File: src/verilog/chan_cfg_pkg.sv
/*
  Package for the channel 2 configuration register bank: register offsets,
  reset values, field positions, code limits and the decoded setting carrier.
  Assumes a byte-wide register port with 8-bit addresses.
*/
package chan_cfg_pkg;

  localparam logic [7:0] ADDR_CHAN2_ANALOG_GAIN    = 8'h42;
  localparam logic [7:0] ADDR_CHAN2_DIGITAL_VOLUME = 8'h43;
  localparam logic [7:0] ADDR_CHAN2_GAIN_TRIM      = 8'h44;
  localparam logic [7:0] ADDR_CHAN2_PHASE_TRIM     = 8'h45;
  localparam logic [7:0] ADDR_CHAN3_DIGITAL_VOLUME = 8'h48;

  localparam logic [7:0] RST_ANALOG_GAIN    = 8'h00;
  localparam logic [7:0] RST_DIGITAL_VOLUME = 8'hC9;
  localparam logic [7:0] RST_GAIN_TRIM      = 8'h80;
  localparam logic [7:0] RST_PHASE_TRIM     = 8'h00;

  localparam int GAIN_CODE_MSB  = 7;
  localparam int GAIN_CODE_LSB  = 1;
  localparam int GAIN_POL_BIT   = 0;
  localparam int TRIM_CODE_MSB  = 7;
  localparam int TRIM_CODE_LSB  = 4;
  localparam logic [3:0] TRIM_RSVD_MASK = 4'h0;

  localparam logic [6:0] GAIN_CODE_MAX   = 7'h54;
  localparam logic [7:0] VOL_CODE_MUTE   = 8'h00;
  localparam logic [7:0] VOL_CODE_UNITY  = 8'hC9;
  localparam logic [3:0] TRIM_CODE_UNITY = 4'h8;

  // Decoded settings, all gains in signed half-dB or tenth-dB units.
  typedef struct packed {
    logic signed [8:0] analog_gain_half_db;
    logic              gain_negative;
    logic              gain_code_reserved;
    logic              volume_mute;
    logic signed [8:0] volume_half_db;
    logic signed [4:0] trim_tenth_db;
    logic [7:0]        phase_delay_cycles;
  } chan_setting_s;

endpackage

File: src/verilog/chan2_cfg_bank.sv
/*
  Channel 2 configuration register bank: analog gain with polarity, digital
  volume, gain trim and phase trim, plus the channel 3 volume register.
  Assumes a synchronous byte-wide register port driven by the control
  interface, with one-cycle write and read strobes.
*/
`timescale 1ns/1ps
module chan2_cfg_bank #(
  parameter int PHASE_DEPTH = 256
) (
  input  wire logic                          i_clk,
  input  wire logic                          i_rst,
  input  wire logic [7:0]                    i_addr,
  input  wire logic [7:0]                    i_wdata,
  input  wire logic                          i_wr,
  input  wire logic                          i_rd,
  input  wire logic                          i_mod_tick,
  input  wire logic                          i_sample_bit,
  output logic      [7:0]                    o_rdata,
  output logic                               o_rvalid,
  output chan_cfg_pkg::chan_setting_s        o_setting,
  output logic                               o_delayed_bit
);

  localparam int PHASE_AW = $clog2(PHASE_DEPTH);

  logic [7:0]                  chan2_analog_gain;
  logic [7:0]                  chan2_digital_volume;
  logic [3:0]                  chan2_gain_trim_code;
  logic [7:0]                  chan2_phase_trim;
  logic [7:0]                  chan3_digital_volume;
  logic                        wr_gain;
  logic                        wr_volume;
  logic                        wr_trim;
  logic                        wr_phase;
  logic                        wr_chan3_volume;
  logic [PHASE_AW-1:0]         phase_tap;
  chan_cfg_pkg::chan_setting_s next_setting;

  // Volume steps of half a dB, counted from the unity code.
  function automatic logic signed [8:0] vol_half_db(
    input logic [7:0] code
  );
    vol_half_db = $signed({1'b0, code})
                  - $signed({1'b0, chan_cfg_pkg::VOL_CODE_UNITY});
  endfunction

  // The polarity bit only negates the magnitude. The floor of the negative
  // range is the host's duty, so no clamp is applied here.
  function automatic logic signed [8:0] gain_half_db(
    input logic [6:0] code,
    input logic       negative
  );
    logic signed [8:0] mag;
    mag = $signed({2'b00, code});
    gain_half_db = negative ? -mag : mag;
  endfunction

  function automatic logic signed [4:0] trim_tenth_db(
    input logic [3:0] code
  );
    trim_tenth_db = $signed({1'b0, code})
                    - $signed({1'b0, chan_cfg_pkg::TRIM_CODE_UNITY});
  endfunction

  function automatic logic wr_hit(
    input logic [7:0] a
  );
    wr_hit = i_wr && (i_addr == a);
  endfunction

  // Reserved trim bits are never stored, so they always read back as zero.
  function automatic logic [7:0] read_view(
    input logic [7:0] a
  );
    unique case (a)
      chan_cfg_pkg::ADDR_CHAN2_ANALOG_GAIN:
        read_view = chan2_analog_gain;
      chan_cfg_pkg::ADDR_CHAN2_DIGITAL_VOLUME:
        read_view = chan2_digital_volume;
      chan_cfg_pkg::ADDR_CHAN2_GAIN_TRIM:
        read_view = {chan2_gain_trim_code,
                     chan_cfg_pkg::TRIM_RSVD_MASK};
      chan_cfg_pkg::ADDR_CHAN2_PHASE_TRIM:
        read_view = chan2_phase_trim;
      chan_cfg_pkg::ADDR_CHAN3_DIGITAL_VOLUME:
        read_view = chan3_digital_volume;
      default:
        read_view = 8'h00;
    endcase
  endfunction

  // One select per register keeps each storage process to its own hit;
  // writes to unmapped addresses match none of them and are dropped.
  always_comb begin
    wr_gain         = wr_hit(chan_cfg_pkg::ADDR_CHAN2_ANALOG_GAIN);
    wr_volume       = wr_hit(chan_cfg_pkg::ADDR_CHAN2_DIGITAL_VOLUME);
    wr_trim         = wr_hit(chan_cfg_pkg::ADDR_CHAN2_GAIN_TRIM);
    wr_phase        = wr_hit(chan_cfg_pkg::ADDR_CHAN2_PHASE_TRIM);
    wr_chan3_volume = wr_hit(chan_cfg_pkg::ADDR_CHAN3_DIGITAL_VOLUME);
  end

  always_ff @(posedge i_clk) begin
    if (i_rst) begin
      chan2_analog_gain <= chan_cfg_pkg::RST_ANALOG_GAIN;
    end else if (wr_gain) begin
      chan2_analog_gain <= i_wdata;
    end
  end

  always_ff @(posedge i_clk) begin
    if (i_rst) begin
      chan2_digital_volume <= chan_cfg_pkg::RST_DIGITAL_VOLUME;
    end else if (wr_volume) begin
      chan2_digital_volume <= i_wdata;
    end
  end

  // Only the upper nibble is stored, so the reserved bits cannot hold data.
  always_ff @(posedge i_clk) begin
    if (i_rst) begin
      chan2_gain_trim_code <= chan_cfg_pkg::RST_GAIN_TRIM[7:4];
    end else if (wr_trim) begin
      chan2_gain_trim_code <= i_wdata[chan_cfg_pkg::TRIM_CODE_MSB:
                                      chan_cfg_pkg::TRIM_CODE_LSB];
    end
  end

  always_ff @(posedge i_clk) begin
    if (i_rst) begin
      chan2_phase_trim <= chan_cfg_pkg::RST_PHASE_TRIM;
    end else if (wr_phase) begin
      chan2_phase_trim <= i_wdata;
    end
  end

  always_ff @(posedge i_clk) begin
    if (i_rst) begin
      chan3_digital_volume <= chan_cfg_pkg::RST_DIGITAL_VOLUME;
    end else if (wr_chan3_volume) begin
      chan3_digital_volume <= i_wdata;
    end
  end

  // Unmapped addresses read as zero. A read in the cycle of a write to the
  // same register returns the value held before that write, and the data
  // then stands until the next read.
  always_ff @(posedge i_clk) begin
    if (i_rst) begin
      o_rvalid <= 1'b0;
    end else begin
      o_rvalid <= i_rd;
    end
  end

  always_ff @(posedge i_clk) begin
    if (i_rst) begin
      o_rdata <= 8'h00;
    end else if (i_rd) begin
      o_rdata <= read_view(i_addr);
    end
  end

  // Reserved gain codes are flagged but passed through; the analog stage
  // behaviour for them is undefined, so no clamp is imposed here.
  always_comb begin
    logic [6:0] gcode;
    gcode = chan2_analog_gain[chan_cfg_pkg::GAIN_CODE_MSB:
                              chan_cfg_pkg::GAIN_CODE_LSB];
    next_setting = '0;
    next_setting.gain_negative =
      chan2_analog_gain[chan_cfg_pkg::GAIN_POL_BIT];
    next_setting.analog_gain_half_db =
      gain_half_db(gcode, next_setting.gain_negative);
    next_setting.gain_code_reserved =
      (gcode > chan_cfg_pkg::GAIN_CODE_MAX);
    next_setting.volume_mute =
      (chan2_digital_volume == chan_cfg_pkg::VOL_CODE_MUTE);
    next_setting.volume_half_db =
      vol_half_db(chan2_digital_volume);
    next_setting.trim_tenth_db =
      trim_tenth_db(chan2_gain_trim_code);
    next_setting.phase_delay_cycles = chan2_phase_trim;
  end

  always_ff @(posedge i_clk) begin
    if (i_rst) begin
      o_setting <= '0;
    end else begin
      o_setting <= next_setting;
    end
  end

  assign phase_tap = chan2_phase_trim[PHASE_AW-1:0];

  // Only the low tap bits reach the delay line, so a line shallower than
  // the full code range wraps the programmed delay.
  chan_phase_delay #(
    .DEPTH (PHASE_DEPTH)
  ) u_delay (
    .i_clk      (i_clk),
    .i_rst      (i_rst),
    .i_mod_tick (i_mod_tick),
    .i_bit      (i_sample_bit),
    .i_delay    (phase_tap),
    .o_bit      (o_delayed_bit)
  );

endmodule

File: src/verilog/chan_phase_delay.sv
/*
  Phase trim delay line: delays the channel sample stream by a programmed
  number of modulator clock ticks, 0 to DEPTH-1.
  Assumes the modulator tick is a one-cycle enable synchronous to i_clk.
*/
`timescale 1ns/1ps
module chan_phase_delay #(
  parameter int DEPTH = 256
) (
  input  wire logic                     i_clk,
  input  wire logic                     i_rst,
  input  wire logic                     i_mod_tick,
  input  wire logic                     i_bit,
  input  wire logic [$clog2(DEPTH)-1:0] i_delay,
  output logic                          o_bit
);

  localparam int AW = $clog2(DEPTH);

  logic [DEPTH-1:0] history;
  logic [AW-1:0]    tap;

  always_ff @(posedge i_clk) begin
    if (i_rst) begin
      history <= '0;
    end else if (i_mod_tick) begin
      history <= {history[DEPTH-2:0], i_bit};
    end
  end

  // Tap 0 is the current input, so code zero adds no delay.
  always_ff @(posedge i_clk) begin
    if (i_rst) begin
      tap <= '0;
    end else begin
      tap <= i_delay;
    end
  end

  always_ff @(posedge i_clk) begin
    if (i_rst) begin
      o_bit <= 1'b0;
    end else if (tap == '0) begin
      o_bit <= i_bit;
    end else begin
      o_bit <= history[tap - AW'(1)];
    end
  end

endmodule

File: config.mk
export PLATFORM = sky130hd
export DESIGN_NAME = chan2_cfg_bank
export DESIGN_NICKNAME = d
export VERILOG_FILES = /design/src/verilog/chan_cfg_pkg.sv /design/src/verilog/chan2_cfg_bank.sv /design/src/verilog/chan_phase_delay.sv
export SDC_FILE = /design/constraint.sdc
export NUM_CORES = 1
export LEC_CHECK = 0
export BUFFER_PORTS_ARGS = -buffer_cell sky130_fd_sc_hd__buf_4
export CAP_MARGIN = 20
export CORE_MARGIN = 3
export CORE_UTILIZATION = 56
export DETAILED_ROUTE_END_ITERATION = 8
export PLACE_DENSITY = 0.84
export SYNTH_ARGS = -nofsm -noshare
export SYNTH_HDL_FRONTEND = slang
export SYNTH_HIERARCHICAL = 1
export SYNTH_SLANG_ARGS = --single-unit
File: constraint.sdc
create_clock -name i_clk -period 2.36 [get_ports i_clk]
set_input_delay 0.118 -clock i_clk [delete_from_list [all_inputs] [get_ports i_clk]]
set_output_delay 0.118 -clock i_clk [all_outputs]
set_load 0.02 [all_outputs]
==> results.tsv, run 1 <==
metric	value	unit
cts_root_buffer	clkbuf_16	
post-route-min-period	2.63	ns
syn-num-nets	1514	
gp_congestion	0.808	
nNetsFinal	1618	
fmax	0.380	GHz
min_to	o_setting[31]$_SDFF_PP0_	
finalSetupTns	-0.269	ns
area_delta_synth_final	21.7	%
start_kind	register	
post-place-cells	1860	
crit_buf_inv	5	
grt_usage	0.245	
grt_max_degree	101	
slew_headroom	0.535	
setup_violations	1	
path_cells	inv_2 -> ha_4 -> buf_6 -> xor2_4 -> nand2_1 -> buf_12 -> buf_4 -> o22ai_1 -> a2111oi_0 -> buf_4 -> nor4_2 -> nand2_1 -> o2111ai_1 -> o311ai_1	
p_leak	7.62	nW
ys_warn_count	6	
max_stage_delay	0.50	ns
first_pass_iters	5	
critPathMaxFanout	20	
ios	66	
final_cell_mix	dfxtp_1 (341), mux2i_1 (316), nor2_1 (310), buf_4 (135), mux2_2 (64)	
worstPathArrival	3.05	ns
worst_pin_slew	0.693	ns
worst_path_max_delay_cell	a2111oi_0	
cts_htree_levels	2	
io_buffers	65	
avgSynthCellArea	9.97	µm²
fin_crit_sh	1.11	
violations	setup timing	
ant_nets	0	
ir_drop	0.000706	V
numCtsBuffers	36	
grt_pass1_vias	11784	
hold_depth	2	
status	finished with violations	
reg2reg_to	u_delay/o_bit$_SDFF_PP0_	
clk_pin_slew	0.07	ns
dieArea	28500	µm²
cp-end-kind	register	
die_w	169	µm
clk_latency	0.52	ns
cts.sinks	343	
syn_area	14800	µm²
cpLargestDelayFamily	compound AO/OA/AOI/OAI gates	
fin_cells	1942	
drc_errors	0	
mostFrequentLayoutCell	dfxtp_1	
grt_pass1_wl	59000	µm
drive_gt1_frac	0.223	
synth-edff-count	0	
ys_ff_latch	343	
cts_tree	built	
overflow	0	
powerDensity	665	nW/µm²
yosysSeqAreaShare	0.463	
netlist_instances	1487	
regToRegSetupSlack	-0.27	ns
hp-start	i_rst	
dieHeight	169	µm
clockBufferDepth	3	
hpwl	21300	µm
hold_violations	0	
ys_types	63	
worst_slack	-0.269	ns
crit_required	2.78	ns
final_core_util	0.704	
async_flop_share	0	
ys.flop_type	dfxtp_1	
core	25600	µm²
r2r-start	u_delay/tap[0]$_SDFF_PP0_	
fp-row-count	58	
path_depth	14	
crit_type	reg -> reg	
hold_path_class	in -> reg	
reg2reg_depth	14	
drt_iter0_markers	793	
crit_start	u_delay/tap[0]$_SDFF_PP0_	
rsz0062_at_grt	yes	
wire_per_inst	18.5	µm
finalClockSkew	0.0237	ns
drt-total-wl	36000	µm
antenna_found_initial	0	
n_antenna_cell	0	
viasPerCell	5.89	
vias	11438	
start_util	0.579	
drv_cap	0	
fill_cells	1658	
slew_viol_final	0	
final cells by class:
type	instances	area, µm²	share of cell area
tap	330	413	0.0229
multi-input combinational	1019	7770	0.430
inverter	12	45.0	0.00250
clock inverter	10	143	0.00790
timing repair buffer	179	1750	0.0967
clock buffer	49	1060	0.0589
sequential	343	6870	0.381
metal layers:
metal,track usage,up-vias,part of all wire
met4,0.0889,0,0.026
met3,0.0357,80,0.045
met1,0.306,5603,0.43
met2,0.430,314,0.50
li1,-,5441,-
met5,0,-,0
synth_stat cells, drive strengths merged, types with 3 or more instances:
cell     number  share of area
nand3         9         0.0030
a211o         3         0.0018
nand2        26         0.0066
o22a          5         0.0030
nand3b        6         0.0030
a22o          4         0.0024
buf          56          0.021
a22oi        12         0.0061
a2111oi      33          0.019
o22ai        32          0.013
a21oi        11         0.0037
o21ai         8         0.0027
a221oi        4         0.0032
clkbuf       57          0.014
mux2i       316           0.21
ha            5         0.0042
xnor2         4         0.0024
a31oi         3         0.0021
nor4         11         0.0046
nor2        312          0.079
nor3          6         0.0020
a211oi       36          0.020
mux2         64          0.049
nand4         5         0.0035
inv          12         0.0030
dfxtp       343           0.46
nor3b         3         0.0019
or2           4         0.0017
xor2          8         0.0052
nand2b        4         0.0017
nor2b        60          0.025
kinds of logic after synthesis:
family / count (synthesis) / share of synthesized area
xor+xnor: 12 / 0.00759
simple gates: 461 / 0.142
compound gates: 161 / 0.0829
buf+inv: 125 / 0.0384
fa+ha+maj: 5 / 0.00422
flops: 343 / 0.463
mux: 380 / 0.262
state kept, by name, summed over array words and instances (netlist names):
signal and count:
o_rvalid 1, chan2_phase_trim 8, u_delay/o_bit 1, chan3_digital_volume 8, o_rdata 8, u_delay/tap 8
chan2_digital_volume 8, chan2_analog_gain 8, chan2_gain_trim_code 4, u_delay/history 256, o_setting 33
stage by stage:
| step | hold slack [ns] | area (µm²) | power, mW | worst slack [ns] |
|---|---|---|---|---|
| after floorplan | 0.236 | 14800 | 6.25 | 0.00426 |
| after global placement | 0.381 | 16100 | 6.37 | -0.324 |
| after detailed placement | 0.385 | 16100 | 6.37 | -0.482 |
| after CTS | 0.0345 | 17900 | 12.1 | -0.187 |
| after global routing | 0.0592 | 18000 | 12.3 | -0.372 |
| final | 0.0407 | 18000 | 12.0 | -0.269 |
power breakdown:
group	leakage (nW)	total (mW)	internal, mW	switching (mW)
sequential	2.76	5.81	5.80	0.00704
combinational	4.25	0.466	0.185	0.280
clock	0.598	5.73	3.48	2.25
timing repair:
action	in CTS	in global routing
cloned	3	0
hold endpoints to repair	45	0
resized for setup	85	13
buffers inserted	6	4
pin swaps	18	6
hold buffers	11	0
setup endpoints to repair	1	1
worst max path at each step:
stage	to
after floorplan	u_delay/o_bit$_SDFF_PP0_
after global placement	u_delay/o_bit$_SDFF_PP0_
after detailed placement	u_delay/o_bit$_SDFF_PP0_
after CTS	u_delay/o_bit$_SDFF_PP0_
after global routing	u_delay/o_bit$_SDFF_PP0_
final	u_delay/o_bit$_SDFF_PP0_
Power figures use the tool's default switching activity.
==> run 2: changes to the inputs <==
--- a/config.mk
+++ b/config.mk
@@ -5,12 +5,14 @@
 export SDC_FILE = /design/constraint.sdc
 export NUM_CORES = 1
 export LEC_CHECK = 0
-export BUFFER_PORTS_ARGS = -buffer_cell sky130_fd_sc_hd__buf_4
 export CAP_MARGIN = 20
 export CORE_MARGIN = 3
-export CORE_UTILIZATION = 56
+export CORE_UTILIZATION = 57
 export DETAILED_ROUTE_END_ITERATION = 8
-export PLACE_DENSITY = 0.84
+export DONT_BUFFER_PORTS = 1
+export GPL_TIMING_DRIVEN = 0
+export PLACE_DENSITY = 0.83
+export SKIP_CTS_REPAIR_TIMING = 1
 export SYNTH_ARGS = -nofsm -noshare
 export SYNTH_HDL_FRONTEND = slang
 export SYNTH_HIERARCHICAL = 1
==> results.tsv, run 2 (same netlist as run 1, synthesis figures left out) <==
metric	value	unit	change
start_util	0.584		+0.00496
start_kind	register		
slew_viol_final	0		unchanged
n_antenna_cell	0		unchanged
status	finished with violations		
crit_required	2.77	ns	about the same
worstPathArrival	3.39	ns	+0.34 ns
drt-total-wl	38200	µm	+6.3%
regMostFlops	u_delay/history		
fp-row-count	58		unchanged
fin_crit_sh	1.26		+0.148
reg2reg_depth	13		-1
slew_headroom	0.420		-0.116
setup_violations	1		unchanged
drc_errors	0		unchanged
fmax	0.336	GHz	-12%
antenna_found_initial	1		+1
p_total	11.9	mW	-0.70%
ios	66		unchanged
violations	setup timing		
powerDensity	695	nW/µm²	+4.5%
largest_reg_flops	256		unchanged
post-route-min-period	2.98	ns	+0.350 ns
hpwl	23700	µm	+12%
worst_slack	-0.619	ns	-0.350 ns
first_pass_iters	6		+1
crit_type	reg -> reg		
clockBufferDepth	3		unchanged
numCtsBuffers	35		-2.8%
nNetsFinal	1573		-2.8%
final_cell_mix	dfxtp_1 (341), mux2i_1 (313), nor2_1 (311), mux2_2 (64), nor2b_1 (59)		
hp-start	i_rst		
io_buffers	0		-100%
hold_depth	2		unchanged
wire_per_inst	20.1	µm	+8.5%
vias	11522		+0.73%
r2r-start	u_delay/tap[0]$_SDFF_PP0_		
ir_drop	0.000730	V	+3.4%
finalClockSkew	0.0163	ns	-0.00743 ns
clk_latency	0.53	ns	about the same
place_ws	-1.15	ns	-0.672 ns
gp_congestion	0.881		+9.1%
grt_pass1_vias	11252		-4.5%
area_delta_synth_final	15.6	%	
dieHeight	167	µm	-0.85%
overflow	0		unchanged
cts.sinks	343		unchanged
ant_nets	0		unchanged
clk_pin_slew	0.07	ns	about the same
cts_htree_levels	2		unchanged
cts_root_buffer	clkbuf_16		
reg2reg_to	u_delay/o_bit$_SDFF_PP0_		
dieArea	28000	µm²	-1.7%
fin_cells	1902		-2.1%
cp-end-kind	register		
regToRegSetupSlack	-0.62	ns	-0.35 ns
worst_pin_slew	0.864	ns	+0.171 ns
post-place-cells	1818		-2.3%
p_leak	6.97	nW	-8.4%
grt_max_degree	16		-84%
viasPerCell	6.06		+2.9%
cts_tree	built		
core	25400	µm²	-0.85%
top_regs	u_delay/history (256), o_setting (33)		
critPathMaxFanout	10		-50%
drive_gt1_frac	0.147		-0.0758
hold_violations	0		unchanged
drt_iter0_markers	985		+24%
grt_usage	0.250		+0.00477
grt_pass1_wl	57800	µm	-2.0%
final_core_util	0.675		-0.0295
hold_path_class	in -> reg		
min_to	o_rvalid$_SDFF_PP0_		
drv_cap	0		unchanged
mostFrequentLayoutCell	dfxtp_1		
rsz0062_at_grt	yes		
die_w	167	µm	-0.85%
## run 2: cell count changes in the layout (fill, tap and decap cells not counted), moves of 4 or more
| cell | previous run | this run |
|---|---|---|
| buf_12 | 20 | 5 |
| o22ai_1 | 20 | 26 |
| buf_4 | 135 | 13 |
| o22ai_2 | 9 | 5 |
| buf_6 | 7 | 14 |
| buf_2 | 0 | 5 |
| a2111oi_0 | 11 | 17 |
| buf_1 | 0 | 24 |
| dlygate4sd3_1 | 11 | 15 |
| a2111oi_2 | 15 | 7 |
| clkbuf_1 | 4 | 52 |
## run 2: where the power goes
part | internal (mW) | switching (mW) | total [mW] | leakage, nW
combinational | 0.159 | 0.274 | 0.433 | 3.63
clock | 3.35 | 2.33 | 5.67 | 0.575
sequential | 5.79 | 0.0135 | 5.81 | 2.76
## run 2: final cells by class
class	instances	area, µm²
clock buffer	45	963
buffer	113	711
timing repair buffer	22	224
fill	1799	8260
clock inverter	18	209
sequential	343	6870
tap	330	413
inverter	12	47.5
multi-input combinational	1019	7700
## run 2: critical path, cell delays in order (launching register included)
cell and delay [ns]:
dfxtp_4 0.39, inv_4 0.05, ha_4 0.16, buf_8 0.13
xor2_4 0.23, or2_1 0.17, buf_6 0.15, buf_6 0.19
o22ai_1 0.09, a2111oi_0 0.54, nor4_2 0.12, mux2i_2 0.30
o211ai_1 0.19, o311ai_2 0.14
## run 2: routing by layer
metal	vias to the layer above	track usage	share of wire
met5	-	0	0.00034
met1	5551	0.319	0.41
met4	2	0.105	0.051
met3	150	0.0543	0.077
met2	463	0.411	0.46
li1	5356	-	-
## run 2: metrics by stage
step | hold slack (ns) | area [µm²] | TNS [ns]
2_1_floorplan | 0.236 | 14800 | 0
3_3_place_gp | 0.238 | 15300 | -1.60
3_5_place_dp | 0.242 | 15300 | -1.15
4_1_cts | -0.291 | 16400 | -1.30
5_1_grt | 0.0173 | 17100 | -0.671
6_report | 0.0140 | 17100 | -0.619
## run 2: worst max-delay path by stage
stage                                         start                       end  cells after the start
after floorplan           u_delay/tap[0]$_SDFF_PP0_  u_delay/o_bit$_SDFF_PP0_                     13
after global placement    u_delay/tap[0]$_SDFF_PP0_  u_delay/o_bit$_SDFF_PP0_                     11
after detailed placement  u_delay/tap[0]$_SDFF_PP0_  u_delay/o_bit$_SDFF_PP0_                     11
after CTS                 u_delay/tap[0]$_SDFF_PP0_  u_delay/o_bit$_SDFF_PP0_                     12
after global routing      u_delay/tap[0]$_SDFF_PP0_  u_delay/o_bit$_SDFF_PP0_                     12
final                     u_delay/tap[0]$_SDFF_PP0_  u_delay/o_bit$_SDFF_PP0_                     13
==> run 3: changes to the inputs <==
--- a/config.mk
+++ b/config.mk
@@ -12,8 +12,8 @@
 export DONT_BUFFER_PORTS = 1
 export GPL_TIMING_DRIVEN = 0
 export PLACE_DENSITY = 0.83
+export RECOVER_POWER = 25
 export SKIP_CTS_REPAIR_TIMING = 1
 export SYNTH_ARGS = -nofsm -noshare
 export SYNTH_HDL_FRONTEND = slang
-export SYNTH_HIERARCHICAL = 1
 export SYNTH_SLANG_ARGS = --single-unit
==> results.tsv, run 3 <==
metric	value	unit	change
grt_pass1_vias	10978		-2.4%
final_cell_mix	dfxtp_1 (333), nor2_1 (288), mux2i_1 (284), mux2_2 (68), nand2_1 (58)		
p_leak	6.82	nW	-2.2%
drive_gt1_frac	0.154		+0.00734
nNetsFinal	1577		+0.25%
yosysSeqAreaShare	0.464		+0.00102
io_buffers	0		unchanged
violations	hold timing, setup timing		
grt_usage	0.263		+0.0129
path_cells	buf_8 -> inv_8 -> ha_4 -> buf_12 -> buf_12 -> buf_8 -> mux2i_1 -> a2111oi_4 -> nor4_4 -> a221oi_2 -> nand3_2 -> nand3_2		
drt-total-wl	39200	µm	+2.6%
synth-edff-count	0		unchanged
crit_type	reg -> reg		
ys_types	61		-3.2%
async_flop_share	0		unchanged
largest_reg_flops	256		unchanged
syn-num-nets	1506		-0.53%
top_regs	u_delay.history (256), o_setting (33)		
hold_violations	6		+6
status	finished with violations		
synth_commonest_cells	dfxtp_1 (335), nor2_1 (289), mux2i_1 (285), mux2_2 (72), nand2_1 (61)		
cts.sinks	335		-2.3%
grt_max_degree	15		-1
drt_iter0_markers	1044		+6.0%
clk_pin_slew	0.07	ns	about the same
clk_latency	0.52	ns	about the same
post-route-min-period	2.85	ns	-0.127 ns
cts_tree	built		
slew_viol_final	0		unchanged
dieHeight	165	µm	-1.2%
fin_crit_sh	1.21		-0.0537
regMostFlops	u_delay.history		
cp-end-kind	register		
hpwl	23700	µm	about the same
worst_slack	-0.492	ns	+0.127 ns
synth_top_cell_area_share	0.464		+0.00102
first_pass_iters	5		-1
antenna_found_initial	0		-1
regToRegSetupSlack	-0.49	ns	+0.13 ns
crit_required	2.80	ns	+0.03 ns
wire_per_inst	20.7	µm	+2.7%
syn_area	14500	µm²	-2.5%
grt_pass1_wl	57400	µm	-0.70%
start_kind	register		
mostFrequentLayoutCell	dfxtp_1		
dieArea	27300	µm²	-2.5%
start_util	0.587		+0.00350
yosys-top-cells-area	dfxtp_1 (46%), mux2i_1 (20%), nor2_1 (7.5%)		
n_antenna_cell	0		unchanged
avgSynthCellArea	9.77	µm²	-2.1%
drc_errors	0		unchanged
max_stage_delay	0.41	ns	-0.13 ns
powerDensity	694	nW/µm²	about the same
ys.flop_type	dfxtp_1		
core	24600	µm²	-3.1%
ios	66		unchanged
die_w	165	µm	-1.2%
fp-row-count	57		-1.7%
drv_cap	0		unchanged
worst_pin_slew	1.15	ns	+0.287 ns
overflow	0		unchanged
ys_ff_latch	335		-2.3%
viasPerCell	6.14		+1.3%
area_delta_synth_final	17.9	%	
finalSetupTns	-0.492	ns	+0.127 ns
netlist_instances	1480		-0.47%
worstPathArrival	3.30	ns	-0.09 ns
rsz0062_at_grt	yes		
ys_warn_count	0		-6
holdWs	-0.0163	ns	-0.0303 ns
cts_htree_levels	2		unchanged
worst_path_max_delay_cell	a2111oi_4		
place_ws	-1.09	ns	+0.0632 ns
setup_violations	1		unchanged
synth_top_area_cell	dfxtp_1		
hold_path_class	in -> reg		
clockBufferDepth	3		unchanged
critPathMaxFanout	10		unchanged
cts_root_buffer	clkbuf_16		
gp_congestion	0.903		+2.5%
ir_drop	0.000670	V	-8.2%
numCtsBuffers	34		-2.9%
slew_headroom	0.225		-0.194
finalClockSkew	0.00998	ns	-0.00631 ns
vias	11658		+1.2%
fmax	0.351	GHz	+4.4%
ant_nets	0		unchanged
yosysMostFrequentCell	dfxtp_1		
==> run 3: where the power goes <==
part           switching (mW)  leakage, nW  internal, mW
Sequential             0.0139         2.70          5.66
Combinational           0.271         3.53         0.145
Clock                    2.23        0.588          3.51
==> run 3: cell families (layout without fill, tap and decap cells) <==
group           count (synthesis)  count (layout)  share of synthesized area
buf+inv                       122             217                     0.0365
simple gates                  467             467                      0.145
fa+ha+maj                       4               4                    0.00346
compound gates                182             182                     0.0891
xor+xnor                       13              13                    0.00840
flops                         335             335                      0.464
mux                           357             357                      0.253
==> run 3: final timing paths <==
path / start / to / cells past startpoint
worst min register to register: chan3_digital_volume[2]$_SDFFE_PP0P_ / chan3_digital_volume[2]$_SDFFE_PP0P_ / 2
worst max register to register: o_setting[0]$_SDFF_PP0_ / u_delay.o_bit$_SDFF_PP0_ / 12
worst max-delay path: o_setting[0]$_SDFF_PP0_ / u_delay.o_bit$_SDFF_PP0_ / 12
worst min-delay path: i_wr / chan2_digital_volume[2]$_SDFFE_PP0P_ / 3
==> run 3: stage by stage <==
step                      utilization  cell area (µm²)  hold WS, ns  total power, mW  std cells
after floorplan                     -            14500        0.242             6.10       1480
after global placement          0.606            14900        0.246             6.17       1804
after detailed placement        0.606            14900        0.250             6.17       1804
after CTS                       0.655            16100       -0.273             11.8       1864
after global routing            0.692            17000      0.00608             12.1       1899
final                           0.692            17000      -0.0163             11.8       1899
==> run 3: layout make-up <==
cell class	instances	area, µm²
Clock buffer	52	1050
Fill cell	1663	7570
Buffer	110	706
Multi-Input combinational cell	1023	7620
Timing Repair Buffer	36	348
Clock inverter	8	140
Inverter	11	48.8
Sequential cell	335	6710
Tap cell	324	405
==> run 3: worst max-delay path: cells and delay by family, from the launching register on <==
family / cells / cell delay [ns]
AO/OA/AOI/OAI: 2 / 0.81
adder cells (fa/ha/maj): 1 / 0.33
buffers and inverters: 5 / 0.64
flip-flops: 1 / 0.39
multiplexers: 1 / 0.15
AND/OR/NAND/NOR: 3 / 0.44
==> run 3: routing by layer <==
metal | share of wire | global-route usage
met1 | 0.41 | 0.337
met4 | 0.039 | 0.113
met2 | 0.47 | 0.427
met5 | 0 | 0
met3 | 0.079 | 0.0574
